**src/common/plcs_pkg.sv**
```systemverilog
// Constants shared by the link control and status register block.
package plcs_pkg;
  localparam logic [7:0] LINK_STATUS_OFFSET = 8'hd0;
  localparam int CPM_EN_BIT = 8;
  localparam int HAW_DIS_BIT = 9;
  localparam int BWM_IE_BIT = 10;
  localparam int ABW_IE_BIT = 11;
  localparam int RSVD_LO = 12;
  localparam int RSVD_HI = 15;
  localparam int SPEED_LO = 16;
  localparam int SPEED_HI = 19;
  localparam int WIDTH_LO = 20;
  localparam int WIDTH_HI = 25;
  localparam int TRAIN_ERR_BIT = 26;
  localparam int TRAINING_BIT = 27;
  localparam int SLOT_CLK_BIT = 28;
  localparam int DLL_ACT_BIT = 29;
  localparam int BWM_ST_BIT = 30;
  localparam int ABW_ST_BIT = 31;
  localparam logic [3:0] SPEED_2G5 = 4'h1;
  localparam logic [3:0] SPEED_5G0 = 4'h2;
  localparam logic [3:0] SPEED_RST = 4'h2;
  localparam logic [5:0] WIDTH_RST_UP = 6'h04;
  localparam logic [5:0] WIDTH_RST_DN = 6'h02;
  localparam logic TRAINING_RST = 1'b1;
  localparam logic SLOT_CLK_RST = 1'b1;
endpackage

```
**src/hdl/plcs_regs.sv**
```systemverilog
// Upper link control and link status register word of one switch port.
`timescale 1ns/1ps
// What this block does
// RULE1: Clock request pin is held unless clock power management enable is set.
// RULE2: Clock power management enable is zero and unwritable on downstream ports.
// RULE3: Hardware autonomous width disable is read-write, resetting to zero.
// RULE4: Bandwidth interrupt enables are read-only upstream, read-write downstream.
// RULE5: Link control bits 15 to 12 are reserved, preserved, without function.
// RULE6: Link speed field reports negotiated rate and resets to 5.0 Gb/s.
// RULE7: Width field reports lanes; resets to four upstream, two downstream.
// RULE8: Training error sets on failure, clears on reaching L0, resets zero.
// RULE9: Link training reads one during training, clears after, resets one.
// RULE10: Slot clock bit shows reference clock use; default loadable, resets one.
// RULE11: Bit 29 mirrors the link layer active state, resetting to zero.
// RULE12: Bandwidth status bits reset zero; writing one clears, zero keeps.
module plcs_regs #(
  parameter bit IS_DOWNSTREAM = 1'b0 // Port role strap.
) (
  input wire logic clock, // 200 MHz core clock.
  input wire logic resetn, // Asynchronous active-low reset.
  input wire logic cfg_wr, // Configuration write strobe.
  input wire logic cfg_rd, // Configuration read strobe.
  input wire logic [7:0] cfg_addr, // Configuration byte address.
  input wire logic [31:0] cfg_wdata, // Write data.
  input wire logic [3:0] cfg_be, // Write byte enables.
  output logic [31:0] cfg_rdata, // Read data, registered.
  input wire logic [3:0] link_speed, // Negotiated rate from training.
  input wire logic [5:0] link_width, // Negotiated lane count.
  input wire logic link_up, // Negotiated values are valid.
  input wire logic train_fail, // Training failed pulse.
  input wire logic train_l0, // Trained to L0 pulse.
  input wire logic train_active, // Training in progress level.
  input wire logic link_layer_active_state, // Link layer active level.
  input wire logic bw_mgmt_event, // Bandwidth management event pulse.
  input wire logic bw_auto_event, // Autonomous bandwidth event pulse.
  input wire logic slot_clk_load, // Default load strobe.
  input wire logic slot_clk_value, // Value to load.
  output logic clock_request_pin_hold, // Clock request must stay asserted.
  output logic hw_width_disable, // Autonomous width change disabled.
  output logic bw_mgmt_int_en, // Bandwidth management interrupt enable.
  output logic bw_auto_int_en // Autonomous bandwidth interrupt enable.
);
  logic rst_s1_q, rst_n_q;
  always_ff @(posedge clock or negedge resetn) begin
    if (!resetn) begin
      rst_s1_q <= 1'b0;
      rst_n_q <= 1'b0;
    end else begin
      rst_s1_q <= 1'b1;
      rst_n_q <= rst_s1_q;
    end
  end

  localparam logic [5:0] WIDTH_RST =
    IS_DOWNSTREAM ? plcs_pkg::WIDTH_RST_DN : plcs_pkg::WIDTH_RST_UP;

  logic cpm_q, cpm_d, haw_q, haw_d, bie_q, bie_d, aie_q, aie_d;
  logic [3:0] rsvd_q, rsvd_d, spd_q, spd_d;
  logic [5:0] wid_q, wid_d;
  logic terr_q, terr_d, trn_q, trn_d, sclk_q, sclk_d, dll_q, dll_d;
  logic bst_q, bst_d, ast_q, ast_d;
  logic [31:0] rdata_q, rdata_d, word;
  logic hit_wr, wr_b1, wr_b3;

  assign hit_wr = cfg_wr && (cfg_addr == plcs_pkg::LINK_STATUS_OFFSET);
  assign wr_b1 = hit_wr && cfg_be[1];
  assign wr_b3 = hit_wr && cfg_be[3];

  always_comb begin
    word = 32'h0000_0000;
    word[plcs_pkg::CPM_EN_BIT] = cpm_q;
    word[plcs_pkg::HAW_DIS_BIT] = haw_q;
    word[plcs_pkg::BWM_IE_BIT] = bie_q;
    word[plcs_pkg::ABW_IE_BIT] = aie_q;
    word[plcs_pkg::RSVD_HI:plcs_pkg::RSVD_LO] = rsvd_q;
    word[plcs_pkg::SPEED_HI:plcs_pkg::SPEED_LO] = spd_q;
    word[plcs_pkg::WIDTH_HI:plcs_pkg::WIDTH_LO] = wid_q;
    word[plcs_pkg::TRAIN_ERR_BIT] = terr_q;
    word[plcs_pkg::TRAINING_BIT] = trn_q;
    word[plcs_pkg::SLOT_CLK_BIT] = sclk_q;
    word[plcs_pkg::DLL_ACT_BIT] = dll_q;
    word[plcs_pkg::BWM_ST_BIT] = bst_q;
    word[plcs_pkg::ABW_ST_BIT] = ast_q;
  end

  always_comb begin
    cpm_d = cpm_q;
    haw_d = haw_q;
    bie_d = bie_q;
    aie_d = aie_q;
    rsvd_d = rsvd_q;
    spd_d = spd_q;
    wid_d = wid_q;
    if (wr_b1) begin
      // Downstream keeps the bit at zero; no store ever happens there.
      if (!IS_DOWNSTREAM) cpm_d = cfg_wdata[plcs_pkg::CPM_EN_BIT]; // RULE2
      haw_d = cfg_wdata[plcs_pkg::HAW_DIS_BIT]; // RULE3
      if (IS_DOWNSTREAM) begin
        bie_d = cfg_wdata[plcs_pkg::BWM_IE_BIT]; // RULE4
        aie_d = cfg_wdata[plcs_pkg::ABW_IE_BIT]; // RULE4
      end
      // Software preserves these; stored only so a read-back matches.
      rsvd_d = cfg_wdata[plcs_pkg::RSVD_HI:plcs_pkg::RSVD_LO]; // RULE5
    end
    if (link_up) begin
      spd_d = link_speed; // RULE6
      wid_d = link_width; // RULE7
    end
    terr_d = terr_q;
    if (train_fail) terr_d = 1'b1; // RULE8
    else if (train_l0) terr_d = 1'b0; // RULE8
    trn_d = train_active; // RULE9
    sclk_d = slot_clk_load ? slot_clk_value : sclk_q; // RULE10
    dll_d = link_layer_active_state; // RULE11
    // A new event wins over a clear in the same cycle.
    bst_d = bw_mgmt_event |
      (bst_q & ~(wr_b3 & cfg_wdata[plcs_pkg::BWM_ST_BIT])); // RULE12
    ast_d = bw_auto_event |
      (ast_q & ~(wr_b3 & cfg_wdata[plcs_pkg::ABW_ST_BIT])); // RULE12
    rdata_d = 32'h0000_0000;
    if (cfg_rd && cfg_addr == plcs_pkg::LINK_STATUS_OFFSET) rdata_d = word;
  end

  always_ff @(posedge clock or negedge rst_n_q) begin
    if (!rst_n_q) begin
      cpm_q <= 1'b0;
      haw_q <= 1'b0;
      bie_q <= 1'b0;
      aie_q <= 1'b0;
      rsvd_q <= 4'h0;
      spd_q <= plcs_pkg::SPEED_RST;
      wid_q <= WIDTH_RST;
      terr_q <= 1'b0;
      trn_q <= plcs_pkg::TRAINING_RST;
      sclk_q <= plcs_pkg::SLOT_CLK_RST;
      dll_q <= 1'b0;
      bst_q <= 1'b0;
      ast_q <= 1'b0;
      rdata_q <= 32'h0000_0000;
    end else begin
      cpm_q <= cpm_d;
      haw_q <= haw_d;
      bie_q <= bie_d;
      aie_q <= aie_d;
      rsvd_q <= rsvd_d;
      spd_q <= spd_d;
      wid_q <= wid_d;
      terr_q <= terr_d;
      trn_q <= trn_d;
      sclk_q <= sclk_d;
      dll_q <= dll_d;
      bst_q <= bst_d;
      ast_q <= ast_d;
      rdata_q <= rdata_d;
    end
  end

  assign cfg_rdata = rdata_q;
  assign clock_request_pin_hold = ~cpm_q; // RULE1
  assign hw_width_disable = haw_q;
  assign bw_mgmt_int_en = bie_q;
  assign bw_auto_int_en = aie_q;
endmodule

```
**config.mk**
```make
export PLATFORM = sky130hd
export DESIGN_NAME = plcs_regs
export DESIGN_NICKNAME = d
export VERILOG_FILES = /design/src/common/plcs_pkg.sv /design/src/hdl/plcs_regs.sv
export SDC_FILE = /design/constraint.sdc
export NUM_CORES = 1
export LEC_CHECK = 0
export BUFFER_PORTS_ARGS = -buffer_cell sky130_fd_sc_hd__buf_2
export CORE_ASPECT_RATIO = 0.8
export CORE_MARGIN = 8
export CORE_UTILIZATION = 24
export DETAILED_ROUTE_END_ITERATION = 16
export GPL_ROUTABILITY_DRIVEN = 0
export PLACE_DENSITY = 0.5
export SYNTH_ARGS = -nofsm -noshare
export SYNTH_HDL_FRONTEND = slang
export SYNTH_SLANG_ARGS = --single-unit
export TNS_END_PERCENT = 1
```
**constraint.sdc**
```tcl
create_clock -name clock -period 1.85 [get_ports clock]
set_input_delay 0.2775 -clock clock [delete_from_list [all_inputs] [get_ports clock]]
set_output_delay 0.2775 -clock clock [all_outputs]
set_load 0.03 [all_outputs]
```
==> results of run 1 <==
[worst max-delay path, delay by kind of cell]
family	cells	cell delay (ps)
simple gates	2	550
mux	1	310
buf+inv	2	280
[layout make-up]
| class | instances | area, um^2 |
|---|---|---|
| clock buffers | 6 | 72.6 |
| clock inverters | 2 | 37.5 |
| fillers | 698 | 4690 |
| inverters | 2 | 7.51 |
| multi-input cells | 62 | 488 |
| flip-flops and latches | 46 | 1160 |
| well taps | 87 | 109 |
| repair buffers | 68 | 365 |
[layer usage]
layer | part of all wire | wire (um)
met5 | 0 | 0
met4 | 0.0011 | 4
met3 | 0.085 | 304
met2 | 0.44 | 1590
met1 | 0.47 | 1680
[logic make-up (layout without fill, tap and decap cells)]
| kind of cell | Yosys count | count (layout) | synth area share |
|---|---|---|---|
| other | 2 | 13 | 0.00435 |
| buffers and inverters | 18 | 78 | 0.0711 |
| DFF | 46 | 46 | 0.670 |
| muxes | 17 | 17 | 0.124 |
| and+or+nand+nor | 29 | 29 | 0.117 |
| AOI/OAI and AO/OA | 3 | 3 | 0.0131 |
[power by group through the flow]
stage	combinational, mW	sequential [mW]	clock, mW
floorplan	0.0927	1.09	0
global placement	0.140	1.08	0
detailed placement	0.143	1.09	0
CTS	0.145	1.07	0.770
global route	0.160	1.07	0.822
finish	0.144	1.06	0.733
[cell usage in the layout (no fill, tap or decap)]
cell type / n
sky130_fd_sc_hd__and4_1: 1
sky130_fd_sc_hd__dfrtp_1: 41
sky130_fd_sc_hd__bufinv_16: 1
sky130_fd_sc_hd__clkbuf_8: 5
sky130_fd_sc_hd__and4b_1: 1
sky130_fd_sc_hd__buf_2: 64
sky130_fd_sc_hd__buf_12: 1
sky130_fd_sc_hd__dfstp_2: 4
sky130_fd_sc_hd__dlygate4sd3_1: 1
sky130_fd_sc_hd__and2_1: 23
sky130_fd_sc_hd__conb_1: 13
sky130_fd_sc_hd__clkbuf_1: 1
sky130_fd_sc_hd__mux2_2: 11
sky130_fd_sc_hd__nand4_1: 2
sky130_fd_sc_hd__mux2_4: 6
sky130_fd_sc_hd__a21o_1: 3
sky130_fd_sc_hd__and3_1: 1
sky130_fd_sc_hd__dfrtp_2: 1
sky130_fd_sc_hd__buf_4: 2
sky130_fd_sc_hd__nor4_4: 1
sky130_fd_sc_hd__inv_1: 2
sky130_fd_sc_hd__clkinvlp_4: 1
[metrics by stage]
step                worst slack (ps)  hold WS [ps]  instance area, um^2   util  cells
floorplan                        482         -18.1                 1770      -    126
global placement                 300          63.1                 2120  0.306    264
detailed placement               282          63.5                 2120  0.306    264
CTS                              602          76.2                 2240  0.323    273
global route                     568          61.8                 2240  0.323    273
finish                           604          87.9                 2240  0.323    273
[how the worst max path moves through the flow]
stage | from | slack [ps] | end | cells after the start
finish | cfg_addr[1] | 600 | rsvd_q[1] | 5
CTS | cfg_addr[1] | 600 | rsvd_q[1] | 5
global route | cfg_addr[1] | 570 | rsvd_q[3] | 5
global placement | cfg_addr[1] | 300 | rsvd_q[1] | 5
floorplan | rst_n_q | 480 | ast_q | 0
detailed placement | cfg_addr[1] | 280 | rsvd_q[1] | 5
[what timing repair did]
item	in CTS	in global routing
resized for setup	0	0
hold buffers	1	0
endpoints found under the hold margin	2	0
[registers in the layout, summed over array words and instances, names as in the netlist]
register	flops
wid_q	6
hw_width_disable	1
rsvd_q	4
ast_q	1
sclk_q	1
terr_q	1
rst_s1_q	1
cpm_q	1
cfg_rdata	22
spd_q	4
trn_q	1
dll_q	1
rst_n_q	1
bst_q	1
==> metrics, run 1 <==
die width=111 um; quantity of I/O buffers inserted on ports=64; fraction of met3 tracks used by global routing=0.0384; share of the synthesized area in the top cell type=0.609; number of nets with antenna violations after detailed routing=0; data required time at the worst endpoint=2030 ps; element type at the critical path start=primary input; count leader, synth=sky130_fd_sc_hd__dfrtp_1; switching power share of the total=0.220; clock period minus worst slack=1250 ps; die area=10200 um^2; area delta synth->final=29.7%; buffer cell driving the clock tree root=sky130_fd_sc_hd__clkbuf_8; post-DR wirelength/cell=13.1 um; hold-critical path endpoint=trn_q; Largest stage delay, worst path=320 ps; Reg power frac=0.548; Core Footprint=6930 um^2; post-CTS setup repair buffer count=0; number of global-route vias before repair=1186; count of vias placed by the detailed router=1012; data arrival time at the worst-slack endpoint=1420 ps; setup clock skew after layout=4.74 ps; first-pass GRT wire length=6240 um; Initial DRT Pass Iterations=4; number of nets in the layout=252; clock insertion delay at the later pin of the skew report=290 ps; maximum root-to-sink buffer count=2; Critical R2R Capture=cpm_q; sequential-to-total area share from yosys stat=0.670; async set-or-reset flop fraction in the synthesized netlist=1.00; result of the run=completed; Max Cap Viol=0; leftover overflow at the end of global routing=0; number of DRC violations after detailed routing=0; clk sinks=46; min-delay src=train_active; clock buffers created by TritonCTS=5; relative contribution of the clock network to total power=0.378; initial core utilization=0.249; Leakage=1.18 nW; number of antenna repair diodes=0; hold violation total from the final report=0; Mapped Avg Cell Area=15.0 um^2; Sum Neg Setup Slack=0 ps; total power consumption of the routed design=1.94 mW; Comb power frac=0.074; post-detail-place hpwl=2710 um; dominant cell type by area after synthesis=sky130_fd_sc_hd__dfrtp_1; num ports=103; Max Clk Rate=0.802 GHz; Critical R2R Launch=cpm_q; met1 Use GR=0.0985; routed vias/inst=3.71; power density cells=868 nW/um^2; classification of the worst-slack hold path=in2reg; maximum number of pins on one net before global-route repair=29; total number of placement rows=27; iteration-0 DRC count of the detailed router=26; WS Path Type=in2reg; fraction of final layout cells sized beyond drive strength 1=0.522; number of enable flip-flop cells after synthesis=0; Finish-stage setup viols=0; most used routing layer in global routing=met2; Period Utilization, post-route=0.674; TritonCTS clock tree=yes; number of synthesized register bits=46; CTS H-tree lvls=2; final-report max-slew violation count=0; number of instances in the synthesized netlist=115; final WL=3580 um; vertical extent of the die=91.8 um; total global-route track usage=0.0760; worst hold path depth=1; distinct cell type count of the synthesized netlist=17; flip-flop cell with the highest count after synthesis=sky130_fd_sc_hd__dfrtp_1; worst vdd rail ir drop=320 uV; met2 usage=0.111; initial antenna violation count=0; internal reg-to-reg setup slack=1080 ps; Worst path slowest cell=sky130_fd_sc_hd__nor4_4; main area contributors after synthesis=sky130_fd_sc_hd__dfrtp_1 61%, sky130_fd_sc_hd__and2_1 8.3%, sky130_fd_sc_hd__mux2_2 7.2%; worst reg2reg path depth=1; cell-internal power=1.51 mW; kind of end point of the critical path=flop; top cell types by occurrence after synthesis=42 x sky130_fd_sc_hd__dfrtp_1, 23 x sky130_fd_sc_hd__and2_1, 12 x sky130_fd_sc_hd__buf_4; reported net switching power=428 uW; CP Max Fanout=6; RSZ-0062 raised after global routing=false; number of synthesis warnings=0; sequence of cells on the critical path=buf_2 -> nor4_4 -> and4_1 -> buf_4 -> mux2_4; clock-pin transition on the worst setup and hold timing paths=80 ps; total standard cell area after synthesis=1730 um^2
Note: power is estimated with default switching activity, not from simulation.
==> inputs of run 2 (changes only) <==
- clock period: 1.85 -> 1.2 ns (I/O delays scaled with it)
==> run 2 against run 1 <==
Effect of this change: worst hold slack worse by 27 ps; register-to-register slack worse by 660 ps; global-route usage is 0.32 points lower; setup slack worse by 520 ps.
==> metrics, run 2 (synthesized netlist as in run 1, its figures left out) <==
result of the run=completed; Max Clk Rate=0.900 GHz; number of nets in the layout=255 (+1.2%); setup clock skew after layout=11.6 ps (+6.88 ps); highest metal used=met4; leftover overflow at the end of global routing=0 (unchanged); hold violation total from the final report=0 (unchanged); WS Path Type=reg2out; RSZ-0062 raised after global routing=false; area of the multi-input gates=488 um^2 (unchanged); total area of sequential cells=1160 um^2 (unchanged); Leakage=1.20 nW (+1.6%); Critical R2R Launch=hw_width_disable; clock buffers created by TritonCTS=5 (unchanged); maximum root-to-sink buffer count=2 (unchanged); DR WL met3=290 um (-4.6%); met2 layer wire length in the routed design=1670 um (+4.8%); first-pass GRT wire length=5930 um (-5.0%); origin of the worst setup path=cpm_q; most common cell after layout, fill and taps aside=sky130_fd_sc_hd__buf_2; worst slack after detailed placement=-196 ps (-478 ps); clock period minus worst slack=1110 ps; area delta synth->final=32.7%; power density cells=1320 nW/um^2 (+52%); iteration-0 DRC count of the detailed router=11 (-58%); data required time at the worst endpoint=1020 ps (-1010 ps); count of vias placed by the detailed router=1031 (+1.9%); worst reg2reg path depth=1 (unchanged); min-delay src=bw_mgmt_event; initial core utilization=0.249 (unchanged); clock-pin transition on the worst setup and hold timing paths=100 ps (+20 ps); internal reg-to-reg setup slack=420 ps (-660 ps); worst hold path depth=2 (+1); clock insertion delay at the later pin of the skew report=290 ps (about the same); PnR worst setup slack=88.3 ps (-515 ps); number of antenna repair diodes=0 (unchanged); clk sinks=46 (unchanged); maximum number of pins on one net before global-route repair=45 (+55%); num ports=103 (unchanged); die width=111 um (unchanged); CTS H-tree lvls=2 (unchanged); Core Footprint=6930 um^2 (unchanged); TritonCTS clock tree=yes; vertical extent of the die=91.8 um (unchanged); kind of end point of the critical path=primary output; Period Utilization, post-route=0.926; number of global-route vias before repair=1137 (-4.1%); number of gates resized after CTS=0 (unchanged); Initial DRT Pass Iterations=2 (-2); die area=10200 um^2 (unchanged); end-of-flow core utilization=0.331 (+0.00759); routed vias/inst=3.74 (+0.77%); length of routed wiring on met1=1600 um (-4.8%); number of DRC violations after detailed routing=0 (unchanged); total global-route track usage=0.0727 (-0.00323); initial antenna violation count=0 (unchanged); buffer cell driving the clock tree root=sky130_fd_sc_hd__clkbuf_8; max reg flops=22 (unchanged); Max Cap Viol=0 (unchanged); quantity of I/O buffers inserted on ports=64 (unchanged); most frequent cells in the layout=64 x sky130_fd_sc_hd__buf_2, 41 x sky130_fd_sc_hd__dfrtp_1, 23 x sky130_fd_sc_hd__and2_1; final-report max-slew violation count=0 (unchanged); data arrival time at the worst-slack endpoint=930 ps (-490 ps); Filler cells=699 (+0.14%); total number of placement rows=27 (unchanged); Finish-stage setup viols=0 (unchanged); post-detail-place hpwl=2660 um (-1.9%); worst vdd rail ir drop=461 uV (+44%); final WL=3580 um (unchanged); element type at the critical path start=flop; post-DR wirelength/cell=13.0 um (-1.1%); fraction of final layout cells sized beyond drive strength 1=0.519 (-0.00299); classification of the worst-slack hold path=in2reg; number of nets with antenna violations after detailed routing=0 (unchanged); CP Max Fanout=3 (-3)
## run 2: metal layers
| metal | vias up | track usage |
|---|---|---|
| met4 | 0 | 0.0168 |
| li1 | 496 | - |
| met3 | 5 | 0.0391 |
| met5 | - | 0 |
| met1 | 489 | 0.0878 |
| met2 | 41 | 0.111 |
## run 2: path summary, 6_finish.rpt
kind | end
worst max-delay path | clock_request_pin_hold
worst min-delay path | bst_q
worst max register to register | hw_width_disable
worst min register to register | cfg_rdata[13]
max in group asynchronous | spd_q[1]
min in group asynchronous | rst_n_q
## run 2: critical path, stage by stage, from the launching register on
cell and delay, ps:
sky130_fd_sc_hd__dfrtp_1 400, sky130_fd_sc_hd__inv_1 50, sky130_fd_sc_hd__buf_2 180
## run 2: layout make-up
class / instances / share of cell area
clock buffer: 6 / 0.0317
clock inverter: 2 / 0.0164
inverter: 2 / 0.00328
multi-input combinational: 62 / 0.213
sequential: 46 / 0.505
tap: 87 / 0.0475
timing repair buffer: 71 / 0.183
## run 2: where the power goes
| part | total (mW) | internal (mW) | switching, mW |
|---|---|---|---|
| sequential | 1.63 | 1.61 | 0.0197 |
| clock | 1.15 | 0.622 | 0.525 |
| combinational | 0.236 | 0.107 | 0.129 |
## run 2: through the flow
step	hold slack [ps]	power [mW]	instances	cell area, um^2	TNS, ps
floorplan	-116	1.82	126	1770	-284
global placement	-32.0	1.89	265	2150	-2960
detailed placement	-32.2	1.89	265	2150	-3260
CTS	57.1	3.07	276	2290	0
global route	46.0	3.16	276	2290	0
finish	60.8	3.01	276	2290	0
## run 2: what timing repair did
action | in CTS | in global routing
hold buffers | 3 | 0
setup buffers | 0 | 0
hold endpoints to repair | 4 | 0
